## src/shared/dcd_pkg.sv

```systemverilog
package dcd_pkg;
  localparam logic [7:0] ALT_START_VALUE  = 8'hff;
  localparam logic [3:0] RETRY_INDEX_ON   = 4'd10;
  localparam logic [3:0] RETRY_INDEX_OFF  = 4'd2;
  localparam logic [2:0] EXT_BYTES_SHORT  = 3'd4;
  localparam logic [2:0] EXT_BYTES_LONG   = 3'd7;
  localparam logic [4:0] SPAN_4_NARROW    = 5'd5;
  localparam logic [4:0] SPAN_4_WIDE      = 5'd11;
  localparam logic [4:0] SPAN_7_NARROW    = 5'd11;
  localparam logic [4:0] SPAN_7_WIDE      = 5'd22;
  localparam logic [2:0] HEAD_BITS_NARROW = 3'd3;
  localparam logic [2:0] HEAD_BITS_WIDE   = 3'd4;
  localparam logic [8:0] FULL_TRACK_COUNT = 9'd256;
  localparam logic [11:0] SIZE_CODE0      = 12'd256;
  localparam logic [11:0] SIZE_CODE1      = 12'd512;
  localparam logic [11:0] SIZE_CODE2      = 12'd1024;
  localparam logic [11:0] SIZE_CODE3      = 12'd128;
  localparam int          FIFO_DEPTH      = 8;
  localparam int          FIFO_WIDTH      = 8;

  typedef enum logic [3:0] {
    CMD_NONE, CMD_READ_SECTOR, CMD_WRITE_SECTOR, CMD_READ_NEXT, CMD_SCAN_ID,
    CMD_WRITE_ID, CMD_FORMAT_TRACK, CMD_FORMAT_SECTOR, CMD_COMPUTE_CORR,
    CMD_SET_PARAM, CMD_LOAD_PARAM, CMD_SLEEP, CMD_DUMP
  } dcd_cmd_type;

  typedef struct packed {
    logic [15:0] cylinder;
    logic [3:0]  head;
    logic [7:0]  sector;
    logic        bad_block;
    logic        relocation;
    logic        crc_ok;
  } dcd_id_type;

  typedef struct packed {
    logic multi;
    logic long_mode;
    logic no_retry;
    logic sector_from_buffer;
    logic id_offset;
    logic pulse_mark;
    logic gap_gate_off;
    logic skip_pattern;
    logic dump_single;
    logic dump_ones_sync;
  } dcd_opt_type;

  typedef struct packed {
    logic       nrz;
    logic       relocate;
    logic       ecc7;
    logic       head4;
    logic       span_wide;
    logic       hard_sector;
    logic       mfm_nrz_iface;
    logic       user_size;
    logic [11:0] sector_size;
  } dcd_param_type;

  typedef struct packed {
    logic not_ready;
    logic write_fault;
    logic aborted;
    logic id_not_found;
    logic bad_block;
    logic reloc_found;
    logic data_check;
    logic mark_missing;
  } dcd_err_type;
endpackage : dcd_pkg

```

## src/hw/dcd_read_sector.sv

```systemverilog
`timescale 1ns/10ps
// Functional notes
// - twelve commands; host may only issue read, write, format, set parameter
// - decode read/write sector, read next, scan, write id, format codes
// - decode compute correction, sleep, load parameter block, dump, set parameter
// - single sector ignores count; multi reads consecutive, count zero means 256
// - long option: no check, move 4 or 7 extra bytes after data
// - id search retries 10 or 2 index pulses; no data retry or correction
// - write sector target from sector register or first buffer byte
// - write id placement option and mark enable pulse option
// - format gate option keeps write gate on or drops it in gaps
// - compute correction always moves syndrome; pattern option skips pattern
// - encoding option mfm/rll or nrz; interface option rll default or mfm/nrz
// - ecc length option picks 4 or 7 byte ecc and extension
// - head width option picks 3 or 4 head select bits
// - span option: 5/11 bits narrow, 11/22 bits wide
// - sectoring option soft default or hard; run input becomes sector pulse
// - size option copies cylinder registers into sector size register
// - dump field count option and sync byte/crc preset option
// - bad block ends command; relocation id loads task registers, sets flag
// - ignore sector number compares only cylinder and head
// - start writes ff to alternate sector; abort on not ready or fault
// - buffer and micro requests, wait buffer ready, micro clears request
// - per sector update alternate, count down in multi mode only, then done bit and interrupt

module dcd_fifo
  import dcd_pkg::*;
#(
  parameter int WIDTH = FIFO_WIDTH,
  parameter int DEPTH = FIFO_DEPTH
) (
  // clock and reset
  input  wire logic             core_clk,
  input  wire logic             reset,
  // fill side
  input  wire logic             in_valid,
  output logic                  in_ready,
  input  wire logic [WIDTH-1:0] in_data,
  // drain side
  output logic                  out_valid,
  input  wire logic             out_ready,
  output logic      [WIDTH-1:0] out_data
);
  localparam int AW = $clog2(DEPTH);
  if (DEPTH < 2 || (1 << AW) != DEPTH) begin : g_bad_depth
    $error("depth must be a power of two");
  end
  logic [WIDTH-1:0] mem_reg [DEPTH];
  logic [AW-1:0]    wr_ptr_reg;
  logic [AW-1:0]    rd_ptr_reg;
  logic [AW:0]      count_reg;
  wire              push = in_valid & in_ready;
  wire              pop  = out_valid & out_ready;
  assign in_ready  = count_reg != DEPTH[AW:0];
  assign out_valid = count_reg != '0;
  assign out_data  = mem_reg[rd_ptr_reg];
  always_ff @(posedge core_clk) begin
    if (push) mem_reg[wr_ptr_reg] <= in_data;
  end
  always_ff @(posedge core_clk or posedge reset) begin
    if (reset) begin
      wr_ptr_reg <= '0;
      rd_ptr_reg <= '0;
      count_reg  <= '0;
    end else begin
      if (push) wr_ptr_reg <= wr_ptr_reg + 1'b1;
      if (pop)  rd_ptr_reg <= rd_ptr_reg + 1'b1;
      count_reg <= count_reg + (AW+1)'(push) - (AW+1)'(pop);
    end
  end
endmodule : dcd_fifo

module dcd_read_sector
  import dcd_pkg::*;
(
  // clock and reset
  input  wire logic          core_clk,
  input  wire logic          reset,
  // command entry
  input  wire logic [7:0]    command_byte,
  input  wire logic          command_strobe,
  input  wire logic          command_from_host,
  output logic               command_refused,
  output dcd_cmd_type        command_kind,
  output logic               command_start,
  output dcd_opt_type        options,
  output dcd_param_type      params,
  output logic [2:0]         ext_bytes,
  output logic [2:0]         head_select_bits,
  output logic [4:0]         correction_span,
  output logic               sector_pulse_mode,
  // task file values
  input  wire logic [7:0]    sector_number_in,
  input  wire logic [7:0]    sector_count_in,
  input  wire logic [15:0]   cylinder_in,
  input  wire logic [3:0]    head_in,
  input  wire logic [1:0]    size_code_in,
  input  wire logic          ignore_sector_number,
  input  wire logic          disk_request_disable,
  output logic [7:0]         sector_number,
  output logic [8:0]         sector_count,
  output logic [7:0]         alt_sector_number,
  output dcd_err_type        errors,
  output logic [7:0]         reloc_bad_sector,
  output logic [7:0]         reloc_sector,
  output logic [15:0]        reloc_cylinder,
  output logic [3:0]         reloc_head,
  output logic               relocation_found_flag,
  // drive side
  input  wire logic          drive_ready,
  input  wire logic          drive_write_fault,
  input  wire logic          index_pulse,
  input  wire logic          id_valid,
  input  wire dcd_id_type    id_field,
  input  wire logic          data_field_mark,
  input  wire logic          data_mark_missing,
  input  wire logic          disk_byte_valid,
  input  wire logic [7:0]    disk_byte,
  input  wire logic          data_check_done,
  input  wire logic          data_check_error,
  output logic               disk_data_ready,
  output logic               check_enable,
  output logic               read_gate_out,
  // buffer manager and microcontroller
  input  wire logic          buffer_ready_in,
  input  wire logic          clear_request_interrupt,
  input  wire logic          clear_command_done,
  input  wire logic          buffer_write_ready,
  output logic               buffer_write_valid,
  output logic [7:0]         buffer_write_data,
  output logic               buffer_request_out,
  output logic               micro_request_interrupt,
  output logic               disk_command_done,
  output logic               micro_interrupt_out
);
  typedef enum logic [9:0] {
    ST_IDLE   = 10'b00_0000_0001,
    ST_PREP   = 10'b00_0000_0010,
    ST_REQ    = 10'b00_0000_0100,
    ST_SEARCH = 10'b00_0000_1000,
    ST_RELOC  = 10'b00_0001_0000,
    ST_MARK   = 10'b00_0010_0000,
    ST_DATA   = 10'b00_0100_0000,
    ST_CHECK  = 10'b00_1000_0000,
    ST_NEXT   = 10'b01_0000_0000,
    ST_DONE   = 10'b10_0000_0000
  } dcd_state_type;

  dcd_state_type state_reg;
  dcd_state_type state_next;
  logic [3:0]    index_count_reg;
  logic [11:0]   byte_count_reg;
  logic          in_ext_reg;

  // command decode
  wire [7:0] c = command_byte;
  wire fmt_tail = c[3:2] == 2'b00 && c[0];
  wire is_rd  = c[7:3] == 5'b00100;
  wire is_wr  = c[7:4] == 4'b0011;
  wire is_rn  = c[7:4] == 4'b0110 && fmt_tail;
  wire is_sc  = c[7:4] == 4'b0100 && c[3:1] == 3'b000;
  wire is_wi  = c[7:4] == 4'b1011 && !c[2];
  wire is_ft  = c[7:4] == 4'b0101 && fmt_tail;
  wire is_fs  = c[7:4] == 4'b1101 && fmt_tail;
  wire is_cc  = c[7:3] == 5'b00001 && c[1:0] == 2'b00;
  wire is_sl  = c == 8'h98;
  wire is_lp  = c[7:3] == 5'b10001;
  wire is_dm  = c[7:4] == 4'b1010 && c[0];
  wire is_sp  = !c[6] && !c[5] && !c[3];
  wire dcd_cmd_type kind = is_rd ? CMD_READ_SECTOR : is_wr ? CMD_WRITE_SECTOR :
                           is_rn ? CMD_READ_NEXT : is_sc ? CMD_SCAN_ID :
                           is_wi ? CMD_WRITE_ID : is_ft ? CMD_FORMAT_TRACK :
                           is_fs ? CMD_FORMAT_SECTOR : is_cc ? CMD_COMPUTE_CORR :
                           is_sl ? CMD_SLEEP : is_lp ? CMD_LOAD_PARAM :
                           is_dm ? CMD_DUMP : is_sp ? CMD_SET_PARAM : CMD_NONE;
  wire host_ok = kind == CMD_READ_SECTOR || kind == CMD_WRITE_SECTOR ||
                 kind == CMD_FORMAT_TRACK || kind == CMD_FORMAT_SECTOR ||
                 kind == CMD_SET_PARAM;
  wire busy    = state_reg != ST_IDLE;
  wire accept  = command_strobe && kind != CMD_NONE && !busy &&
                 (!command_from_host || host_ok);
  wire refuse  = command_strobe && !accept;

  wire dcd_opt_type opt_in = '{
    multi:              c[2],
    long_mode:          c[1],
    no_retry:           c[0],
    sector_from_buffer: is_wr & c[3],
    id_offset:          is_wi & c[3],
    pulse_mark:         is_wi & c[1],
    gap_gate_off:       (is_ft | is_fs) & c[1],
    skip_pattern:       is_cc & c[2],
    dump_single:        is_dm & c[3],
    dump_ones_sync:     is_dm & c[2]
  };
  wire [11:0] std_size = size_code_in == 2'd0 ? SIZE_CODE0 :
                         size_code_in == 2'd1 ? SIZE_CODE1 :
                         size_code_in == 2'd2 ? SIZE_CODE2 : SIZE_CODE3;
  wire [11:0] size_now = params.user_size ? params.sector_size : std_size;

  // read sector tests
  wire id_match = id_field.cylinder == cylinder_in && id_field.head == head_in &&
                  (ignore_sector_number || id_field.sector == sector_number) &&
                  id_field.crc_ok;
  wire [3:0] retry_limit = options.no_retry ? RETRY_INDEX_OFF : RETRY_INDEX_ON;
  wire search_out = index_pulse && index_count_reg + 4'd1 >= retry_limit;
  wire byte_take  = disk_byte_valid && disk_data_ready;
  wire [11:0] field_len = in_ext_reg ? {9'd0, ext_bytes} : size_now;
  wire last_byte  = byte_take && byte_count_reg + 12'd1 == field_len;
  wire abort_now  = !drive_ready || drive_write_fault;
  wire count_last = !options.multi || sector_count == 9'd1;
  wire enter_req  = state_next == ST_REQ && state_reg != ST_REQ;
  wire fifo_in_ready;

  always_comb begin
    state_next = state_reg;
    unique case (state_reg)
      ST_IDLE:   if (accept && kind == CMD_READ_SECTOR) state_next = ST_PREP;
      ST_PREP:   state_next = abort_now ? ST_DONE : ST_REQ;
      ST_REQ:    if (disk_request_disable || buffer_ready_in) state_next = ST_SEARCH;
      ST_SEARCH: begin
        if (id_valid && id_match)
          state_next = id_field.bad_block ? (params.relocate ? ST_RELOC : ST_DONE)
                                          : ST_MARK;
        else if (search_out) state_next = ST_DONE;
      end
      ST_RELOC:  if (id_valid || index_pulse) state_next = ST_DONE;
      ST_MARK:   begin
        if (data_field_mark) state_next = ST_DATA;
        else if (data_mark_missing) state_next = ST_DONE;
      end
      ST_DATA:   begin
        if (last_byte && (in_ext_reg || !options.long_mode))
          state_next = options.long_mode ? ST_NEXT : ST_CHECK;
      end
      ST_CHECK:  if (data_check_done) state_next = data_check_error ? ST_DONE : ST_NEXT;
      ST_NEXT:   state_next = count_last ? ST_DONE : ST_REQ;
      ST_DONE:   state_next = ST_IDLE;
    endcase
  end

  always_ff @(posedge core_clk or posedge reset) begin
    if (reset) state_reg <= ST_IDLE;
    else       state_reg <= state_next;
  end

  // decoder outputs and parameter store
  always_ff @(posedge core_clk or posedge reset) begin
    if (reset) begin
      command_refused <= 1'b0;
      command_start   <= 1'b0;
      command_kind    <= CMD_NONE;
      options         <= '0;
      params          <= '0;
    end else begin
      command_refused <= refuse;
      command_start   <= accept;
      if (accept) begin
        command_kind <= kind;
        options      <= opt_in;
      end
      if (accept && kind == CMD_SET_PARAM) begin
        params.nrz       <= c[7] & params.mfm_nrz_iface;
        params.relocate  <= c[4];
        params.ecc7      <= c[2];
        params.head4     <= c[1];
        params.span_wide <= c[0];
      end
      if (accept && kind == CMD_LOAD_PARAM) begin
        params.hard_sector   <= c[2];
        params.mfm_nrz_iface <= c[1];
        params.user_size     <= c[0];
        if (!c[1]) params.nrz <= 1'b0;
        if (c[0]) params.sector_size <= cylinder_in[11:0];
      end
    end
  end

  always_ff @(posedge core_clk or posedge reset) begin
    if (reset) begin
      ext_bytes         <= EXT_BYTES_SHORT;
      head_select_bits  <= HEAD_BITS_NARROW;
      correction_span   <= SPAN_4_NARROW;
      sector_pulse_mode <= 1'b0;
    end else begin
      ext_bytes         <= params.ecc7 ? EXT_BYTES_LONG : EXT_BYTES_SHORT;
      head_select_bits  <= params.head4 ? HEAD_BITS_WIDE : HEAD_BITS_NARROW;
      correction_span   <= params.ecc7 ? (params.span_wide ? SPAN_7_WIDE : SPAN_7_NARROW)
                                       : (params.span_wide ? SPAN_4_WIDE : SPAN_4_NARROW);
      sector_pulse_mode <= params.hard_sector;
    end
  end

  // read sector data path counters
  always_ff @(posedge core_clk or posedge reset) begin
    if (reset) begin
      index_count_reg <= '0;
      byte_count_reg  <= '0;
      in_ext_reg      <= 1'b0;
    end else begin
      if (state_reg != ST_SEARCH) index_count_reg <= '0;
      else if (index_pulse)       index_count_reg <= index_count_reg + 4'd1;
      if (state_reg != ST_DATA || last_byte) byte_count_reg <= '0;
      else if (byte_take)         byte_count_reg <= byte_count_reg + 12'd1;
      if (state_reg != ST_DATA)   in_ext_reg <= 1'b0;
      else if (last_byte && options.long_mode) in_ext_reg <= 1'b1;
    end
  end

  // task registers and errors
  always_ff @(posedge core_clk or posedge reset) begin
    if (reset) begin
      sector_number         <= '0;
      sector_count          <= '0;
      alt_sector_number     <= '0;
      errors                <= '0;
      reloc_bad_sector      <= '0;
      reloc_sector          <= '0;
      reloc_cylinder        <= '0;
      reloc_head            <= '0;
      relocation_found_flag <= 1'b0;
    end else begin
      if (state_reg == ST_IDLE && state_next == ST_PREP) begin
        sector_number         <= sector_number_in;
        sector_count          <= sector_count_in == 8'd0 ? FULL_TRACK_COUNT
                                                         : {1'b0, sector_count_in};
        alt_sector_number     <= ALT_START_VALUE;
        errors                <= '0;
        relocation_found_flag <= 1'b0;
      end
      if (state_reg == ST_PREP && abort_now) begin
        errors.not_ready   <= !drive_ready;
        errors.write_fault <= drive_write_fault;
        errors.aborted     <= 1'b1;
      end
      if (state_reg == ST_SEARCH && !(id_valid && id_match) && search_out)
        errors.id_not_found <= 1'b1;
      if (state_reg == ST_SEARCH && id_valid && id_match && id_field.bad_block) begin
        errors.bad_block <= 1'b1;
        reloc_bad_sector <= id_field.sector;
      end
      if (state_reg == ST_RELOC && id_valid && id_field.relocation) begin
        relocation_found_flag <= 1'b1;
        errors.reloc_found    <= 1'b1;
        reloc_sector          <= id_field.sector;
        reloc_cylinder        <= id_field.cylinder;
        reloc_head            <= id_field.head;
      end
      if (state_reg == ST_MARK && !data_field_mark && data_mark_missing)
        errors.mark_missing <= 1'b1;
      if (state_reg == ST_CHECK && data_check_done && data_check_error)
        errors.data_check <= 1'b1;
      if (state_reg == ST_NEXT) begin
        alt_sector_number <= sector_number;
        if (options.multi) begin
          sector_count  <= sector_count - 9'd1;
          sector_number <= sector_number + 8'd1;
        end
      end
    end
  end

  // handshakes and completion
  always_ff @(posedge core_clk or posedge reset) begin
    if (reset) begin
      buffer_request_out      <= 1'b0;
      micro_request_interrupt <= 1'b0;
      disk_command_done       <= 1'b0;
      micro_interrupt_out     <= 1'b0;
      check_enable            <= 1'b0;
      read_gate_out           <= 1'b0;
      disk_data_ready         <= 1'b0;
    end else begin
      if (enter_req && !disk_request_disable) buffer_request_out <= 1'b1;
      else if (buffer_ready_in)               buffer_request_out <= 1'b0;
      if (enter_req && !disk_request_disable) micro_request_interrupt <= 1'b1;
      else if (clear_request_interrupt)       micro_request_interrupt <= 1'b0;
      if (state_reg == ST_DONE)       disk_command_done <= 1'b1;
      else if (clear_command_done)    disk_command_done <= 1'b0;
      if (state_reg == ST_DONE)       micro_interrupt_out <= 1'b1;
      else if (clear_command_done)    micro_interrupt_out <= 1'b0;
      check_enable    <= !options.long_mode &&
                         (state_next == ST_DATA || state_next == ST_CHECK);
      read_gate_out   <= state_next == ST_SEARCH || state_next == ST_RELOC ||
                         state_next == ST_MARK || state_next == ST_DATA;
      // a take with no drain may use the last free slot
      disk_data_ready <= state_next == ST_DATA && fifo_in_ready &&
                         (!byte_take || (buffer_write_valid && buffer_write_ready));
    end
  end

  dcd_fifo #(
    .WIDTH (FIFO_WIDTH),
    .DEPTH (FIFO_DEPTH)
  ) data_fifo (
    .core_clk  (core_clk),
    .reset     (reset),
    .in_valid  (byte_take),
    .in_ready  (fifo_in_ready),
    .in_data   (disk_byte),
    .out_valid (buffer_write_valid),
    .out_ready (buffer_write_ready),
    .out_data  (buffer_write_data)
  );
endmodule : dcd_read_sector

```

## config.mk

```make
export PLATFORM = sky130hd
export DESIGN_NAME = dcd_read_sector
export DESIGN_NICKNAME = d
export VERILOG_FILES = /design/src/shared/dcd_pkg.sv /design/src/hw/dcd_read_sector.sv
export SDC_FILE = /design/constraint.sdc
export NUM_CORES = 1
export LEC_CHECK = 0
export BUFFER_PORTS_ARGS = -buffer_cell sky130_fd_sc_hd__buf_4
export CELL_PAD_IN_SITES_DETAIL_PLACEMENT = 0
export CELL_PAD_IN_SITES_GLOBAL_PLACEMENT = 1
export CORE_MARGIN = 2
export CORE_UTILIZATION = 39
export CTS_CLUSTER_SIZE = 28
export DETAILED_ROUTE_END_ITERATION = 12
export GPL_TIMING_DRIVEN = 0
export PLACE_DENSITY = 0.75
export SLEW_MARGIN = 20
export SYNTH_ARGS = -nofsm -noshare
export SYNTH_HDL_FRONTEND = slang
export SYNTH_SLANG_ARGS = --single-unit
export TNS_END_PERCENT = 1
```

## constraint.sdc

```tcl
create_clock -name core_clk -period 4.7 [get_ports core_clk]
set_clock_uncertainty 0.1 [all_clocks]
set_input_delay 0.235 -clock core_clk [delete_from_list [all_inputs] [get_ports core_clk]]
set_output_delay 0.235 -clock core_clk [all_outputs]
set_load 0.005 [all_outputs]
```

==> flow_metrics.env, run 1 <==
export IMPL_clockRootBuffer="clkbuf_16"
export IMPL_worst_path_max_fanout=6
export IMPL_port_buffers=231
export IMPL_synthTopCellsByCount="153 x dfrtp_1, 77 x nand2_1, 72 x mux2_2, 72 x nor2_1, 64 x edfxtp_1"
export IMPL_largest_register_ffs=64
export IMPL_routabilityCongestion=0.872
export IMPL_met1Wirelength_um=12900
export IMPL_synth_most_common_cell="dfrtp_1"
export IMPL_grt_total_usage_pct=20.2
export IMPL_drcViolationCount=0
export IMPL_min_period_ps=3940
export IMPL_drive_above_1_share_pct=30.7
export IMPL_hp_class="in -> reg"
export IMPL_tightest_slew_ps=1020
export IMPL_regArea_sq_um=5860
export IMPL_yosysTopAreaCell="dfrtp_1"
export IMPL_synthesis_nets=1035
export IMPL_synth_edff_count=64
export IMPL_nNetsFinal=1376
export IMPL_ctsHoldBuffers=81
export IMPL_r2r_slack_ps=760
export IMPL_clock_path_buffers=3
export IMPL_die_h_um=169
export IMPL_synth_flop_cell="dfrtp_1"
export IMPL_vias=8231
export IMPL_cap_violations=0
export IMPL_synth_top_area_share_pct=36.1
export IMPL_r2r_end="buffer_request_out"
export IMPL_multi_input_area_sq_um=4420
export IMPL_timing_fmax_mhz=254
export IMPL_synthArstFlopShare_pct=71.0
export IMPL_grt_ovfl_total=0
export IMPL_die_x_um=169
export IMPL_cp_required_ps=5050
export IMPL_worstSetupStartpoint="byte_count_reg[0]"
export IMPL_tritoncts="yes"
export IMPL_grt_max_degree=99
export IMPL_ioPinCount=238
export IMPL_clock_latency_ps=520
export IMPL_rows=60
export IMPL_post_cts_buffers=0
export IMPL_place_hpwl_um=21000
export IMPL_cts_num_sinks=221
export IMPL_avgSynthCellArea_sq_um=11.6
export IMPL_r2r_start="byte_count_reg[0]"
export IMPL_irDropWorstVdd_mv=0.274
export IMPL_synthTopCellsByArea="dfrtp_1 36%, edfxtp_1 18%, mux2_2 7.6%, mux4_2 3.4%, xnor2_1 3.1%"
export IMPL_drt_iter0_markers=457
export IMPL_yosysWarnings=0
export IMPL_holdWs_ps=19.6
export IMPL_ys_types=71
export IMPL_highest_layer="met4"
export IMPL_final_core_util_pct=53.9
export IMPL_antenna_found_initial=0
export IMPL_grt_pass1_wl_um=45800
export IMPL_worstRegToRegCells=11
export IMPL_syn_cell_area_sq_um=10600
export IMPL_core_area_sq_um=26900
export IMPL_setup_tns_ps=0
export IMPL_dr_pass1_iters=5
export IMPL_synth_seq_cells=221
export IMPL_rsz0062_at_grt="false"
export IMPL_dieArea_sq_um=28600
export IMPL_fillers=2340
export IMPL_routedWlPerCell_um=17.9
export IMPL_grt_pass1_vias=8398
export IMPL_power_density_nw_per_um2=334
export IMPL_cp_start_kind="register"
export IMPL_setup_violations=0
export IMPL_drt_wl_total_um=28900
export IMPL_ys_seq_area_share_pct=55.1
export IMPL_path_clk_slew_ps=60
export IMPL_htreeDepth=1
export IMPL_crit_path_end="buffer_request_out"
export IMPL_vias_per_cell=5.10
export IMPL_antenna_left=0
export IMPL_post_place_cells=1485
export IMPL_relSlewSlack_pct=31.1
export IMPL_netlist_instances=912
export IMPL_fin_crit_sh_pct=83.8
export IMPL_critical_path_class="reg -> reg"
export IMPL_cp_arrival_ps=4290
export IMPL_p_leak_nw=6.42
export IMPL_start_util_pct=39.5
export IMPL_numCtsBuffers=26
export IMPL_cts_resized=0
export IMPL_area_growth_syn_to_layout_pct=36.4
export IMPL_slew_viol_final=0
export IMPL_wl_met3_um=1630
export IMPL_finalHoldViolCount=0
export IMPL_fin_cells=1613
export IMPL_status="finished, final reports clean"
export IMPL_antenna_cells=0
export IMPL_dr_wl_met2_um=13600
export IMPL_critPathCaptureType="register"
## power breakdown
group          switching (mW)  internal [mW]
registers              0.0262           2.03
clock network           0.788           1.19
logic                   0.350          0.448
total                    1.16           3.67
## cells by family (layout without fill, tap and decap cells)
family	after synthesis	in the layout	share of synthesized area [%]
mux	95	95	11.7
xor+xnor	69	69	5.69
compound gates	117	117	7.03
fa+ha+maj	20	20	2.40
other cells	1	1	0.0353
flops	221	221	55.1
buf+inv	87	447	3.32
simple gates	302	302	14.7
## cell type report
type | count | area share, %
sequential | 221 | 40.4
clock inverter | 11 | 0.795
tap | 341 | 2.95
clock buffer | 36 | 5.04
timing repair buffer | 313 | 17.8
multi-input combinational | 604 | 30.5
inverter | 47 | 1.27
buffer | 40 | 1.22
## per-layer routing
metal  global-route usage [%]  up-vias
met1                     26.8     4021
met2                     33.7      210
met3                     4.35       50
met5                        0        -
li1                         -     3950
met4                     5.72        0
## worst max-delay path: stages, from the launching register on
cell	delay, ps
dfrtp_1	460
ha_1	270
and3_2	260
and3_2	250
xnor2_1	150
or4_1	570
a32oi_2	260
a31oi_1	140
or2_4	290
or2_4	260
o32ai_1	260
dlygate4sd3_1	580
## worst min path at each step
stage / startpoint / endpoint / slack (ps) / cells past startpoint
6_report: index_pulse / index_count_reg[1] / 20 / 3
5_1_grt: disk_byte_valid / byte_count_reg[1] / 30 / 4
4_1_cts: index_pulse / index_count_reg[1] / 3 / 3
3_5_place_dp: reset / reloc_cylinder[12] / 310 / 2
3_3_place_gp: params[16] / head_select_bits[2] / 320 / 0
2_1_floorplan: id_field[2] / state_reg[5] / 220 / 1
## cell usage in the layout (no fill, tap or decap), types with 33 or more instances in the layout
cell and count:
buf_4 236, clkbuf_1 33, mux2_2 72, xnor2_1 38, nor2_1 72, edfxtp_1 64, dlygate4sd3_1 81, nand2_1 77
dfrtp_1 153, inv_1 45
## per-stage QoR
| step | setup slack, ps | cell area [sq um] | total power [mW] |
|---|---|---|---|
| floorplan | 137 | 10600 | 2.54 |
| global placement | -2020 | 12800 | 2.83 |
| detailed placement | 1330 | 12800 | 2.85 |
| CTS | 781 | 14500 | 4.89 |
| global route | 538 | 14500 | 5.06 |
| finish | 763 | 14500 | 4.83 |
(Power assumes the default switching activity.)
==> run 2, diff against run 1 <==
Clock period 4.7 ns to 3.35 ns, I/O delays scaled along.
==> flow_metrics.env, run 2 (synthesis gave the netlist of run 1 again) <==
export IMPL_clockRootBuffer="clkbuf_16"
export IMPL_cp_arrival_ps=3540
export IMPL_timing_fmax_mhz=310
export IMPL_grt_total_usage_pct=20.3
export IMPL_r2r_start="byte_count_reg[0]"
export IMPL_fillers=2397
export IMPL_final_area_sq_um=14700
export IMPL_setup_tns_ps=0
export IMPL_mostFrequentLayoutCell="buf_4"
export IMPL_pre_cts_slack_ps=-12.9
export IMPL_mostFrequentLayoutCells="238 x buf_4, 152 x dfrtp_1, 87 x dlygate4sd3_1, 77 x nand2_1"
export IMPL_status="finished, final reports clean"
export IMPL_dpl_cell_area_sq_um=12900
export IMPL_die_h_um=169
export IMPL_sw_frac_of_total_pct=24.1
export IMPL_grt_pass1_wl_um=46100
export IMPL_start_util_pct=39.5
export IMPL_p_comb_share_pct=16.8
export IMPL_worst_slack_ps=121
export IMPL_antenna_left=0
export IMPL_cp_start_kind="register"
export IMPL_drcViolationCount=0
export IMPL_critical_path_class="reg -> reg"
export IMPL_drive_above_1_share_pct=31.6
export IMPL_clock_latency_ps=510
export IMPL_routedWlPerCell_um=18.1
export IMPL_rsz0062_at_grt="true"
export IMPL_finalHoldViolCount=0
export IMPL_antenna_cells=0
export IMPL_critPathCaptureType="register"
export IMPL_grt_ovfl_total=0
export IMPL_regArea_sq_um=5860
export IMPL_grt_max_degree=33
export IMPL_dr_pass1_iters=4
export IMPL_dieArea_sq_um=28600
export IMPL_drt_wl_total_um=29400
export IMPL_final_core_util_pct=54.6
export IMPL_switchingPower_mw=1.65
export IMPL_min_period_ps=3230
export IMPL_power_density_nw_per_um2=466
export IMPL_cts_num_sinks=221
export IMPL_clock_path_buffers=3
export IMPL_port_buffers=231
export IMPL_cp_required_ps=3660
export IMPL_finalPower_mw=6.84
export IMPL_worstSetupStartpoint="byte_count_reg[0]"
export IMPL_post_place_cells=1489
export IMPL_rows=60
export IMPL_die_x_um=169
export IMPL_internal_power_mw=5.19
export IMPL_nNetsFinal=1386
export IMPL_largest_register_ffs=64
export IMPL_holdCritStartpoint="command_byte[7]"
export IMPL_p_leak_nw=6.48
export IMPL_holdWs_ps=42.8
export IMPL_place_hpwl_um=21600
export IMPL_core_area_sq_um=26900
export IMPL_setup_violations=0
export IMPL_htreeDepth=1
export IMPL_irDropWorstVdd_mv=0.296
export IMPL_p_seq_share_pct=42.1
export IMPL_slew_viol_final=0
export IMPL_fin_cells=1621
export IMPL_fin_crit_sh_pct=96.4
export IMPL_vias_per_cell=5.16
export IMPL_drt_iter0_markers=464
export IMPL_relSlewSlack_pct=42.2
export IMPL_grt_pass1_vias=8329
export IMPL_routabilityCongestion=0.877
export IMPL_worst_path_max_fanout=6
export IMPL_hp_class="in -> reg"
export IMPL_tightest_slew_ps=864
export IMPL_numCtsBuffers=25
export IMPL_clkPwrFrac_pct=41.1
export IMPL_ioPinCount=238
export IMPL_path_clk_slew_ps=60
export IMPL_area_growth_syn_to_layout_pct=38.1
export IMPL_multi_input_area_sq_um=4450
export IMPL_vias=8371
export IMPL_cap_violations=0
export IMPL_antenna_found_initial=0
export IMPL_tritoncts="yes"
## run 2: layout make-up
class                   instances  area share (%)
plain buffers                  39            1.25
clock buffers                  28            4.41
clock inverters                16            1.31
inverters                      47            1.23
multi-input cells             604            30.3
flip-flops and latches        221            39.9
well taps                     341            2.91
repair buffers                325            18.6
## run 2: repair_timing
action,CTS,global route
resized for setup,4,8
hold buffers,87,0
pin swaps,2,4
endpoints found under the hold margin,180,0
setup endpoints to repair,12,38
setup buffers,0,2
## run 2: worst max-delay path, stage by stage, from the launching register on
cell	delay [ps]
dfrtp_2	450
ha_2	220
and3_2	250
and3_1	230
nand2_1	90
or4bb_1	520
a32oi_2	300
a31oi_1	160
or2_4	290
or2_4	270
o32ai_1	260
## run 2: final timing paths
| path | cells after the start | to | slack, ps |
|---|---|---|---|
| max reg2reg | 10 | micro_request_interrupt | 120 |
| max in group asynchronous | 7 | reloc_sector[3] | 1690 |
| min | 4 | params[19] | 40 |
| min reg2reg | 0 | head_select_bits[2] | 340 |
| max | 10 | micro_request_interrupt | 120 |
| min in group asynchronous | 3 | ext_bytes[0] | 230 |
## run 2: power groups by stage
stage               Sequential (mW)  Clock [mW]  Combinational [mW]
CTS                            2.88        2.87                1.17
floorplan                      2.93           0               0.641
global placement               2.93           0                1.04
detailed placement             2.93           0                1.08
global route                   2.88        2.97                1.27
finish                         2.88        2.81                1.15
## run 2: routing by layer
metal  track usage [%]  up-vias  share of wire [%]
li1                  -     3967                  -
met3              4.16       53                5.8
met2              33.0      248                 47
met4              6.06        0                2.8
met1              27.6     4103                 45
met5                 0        -                  0
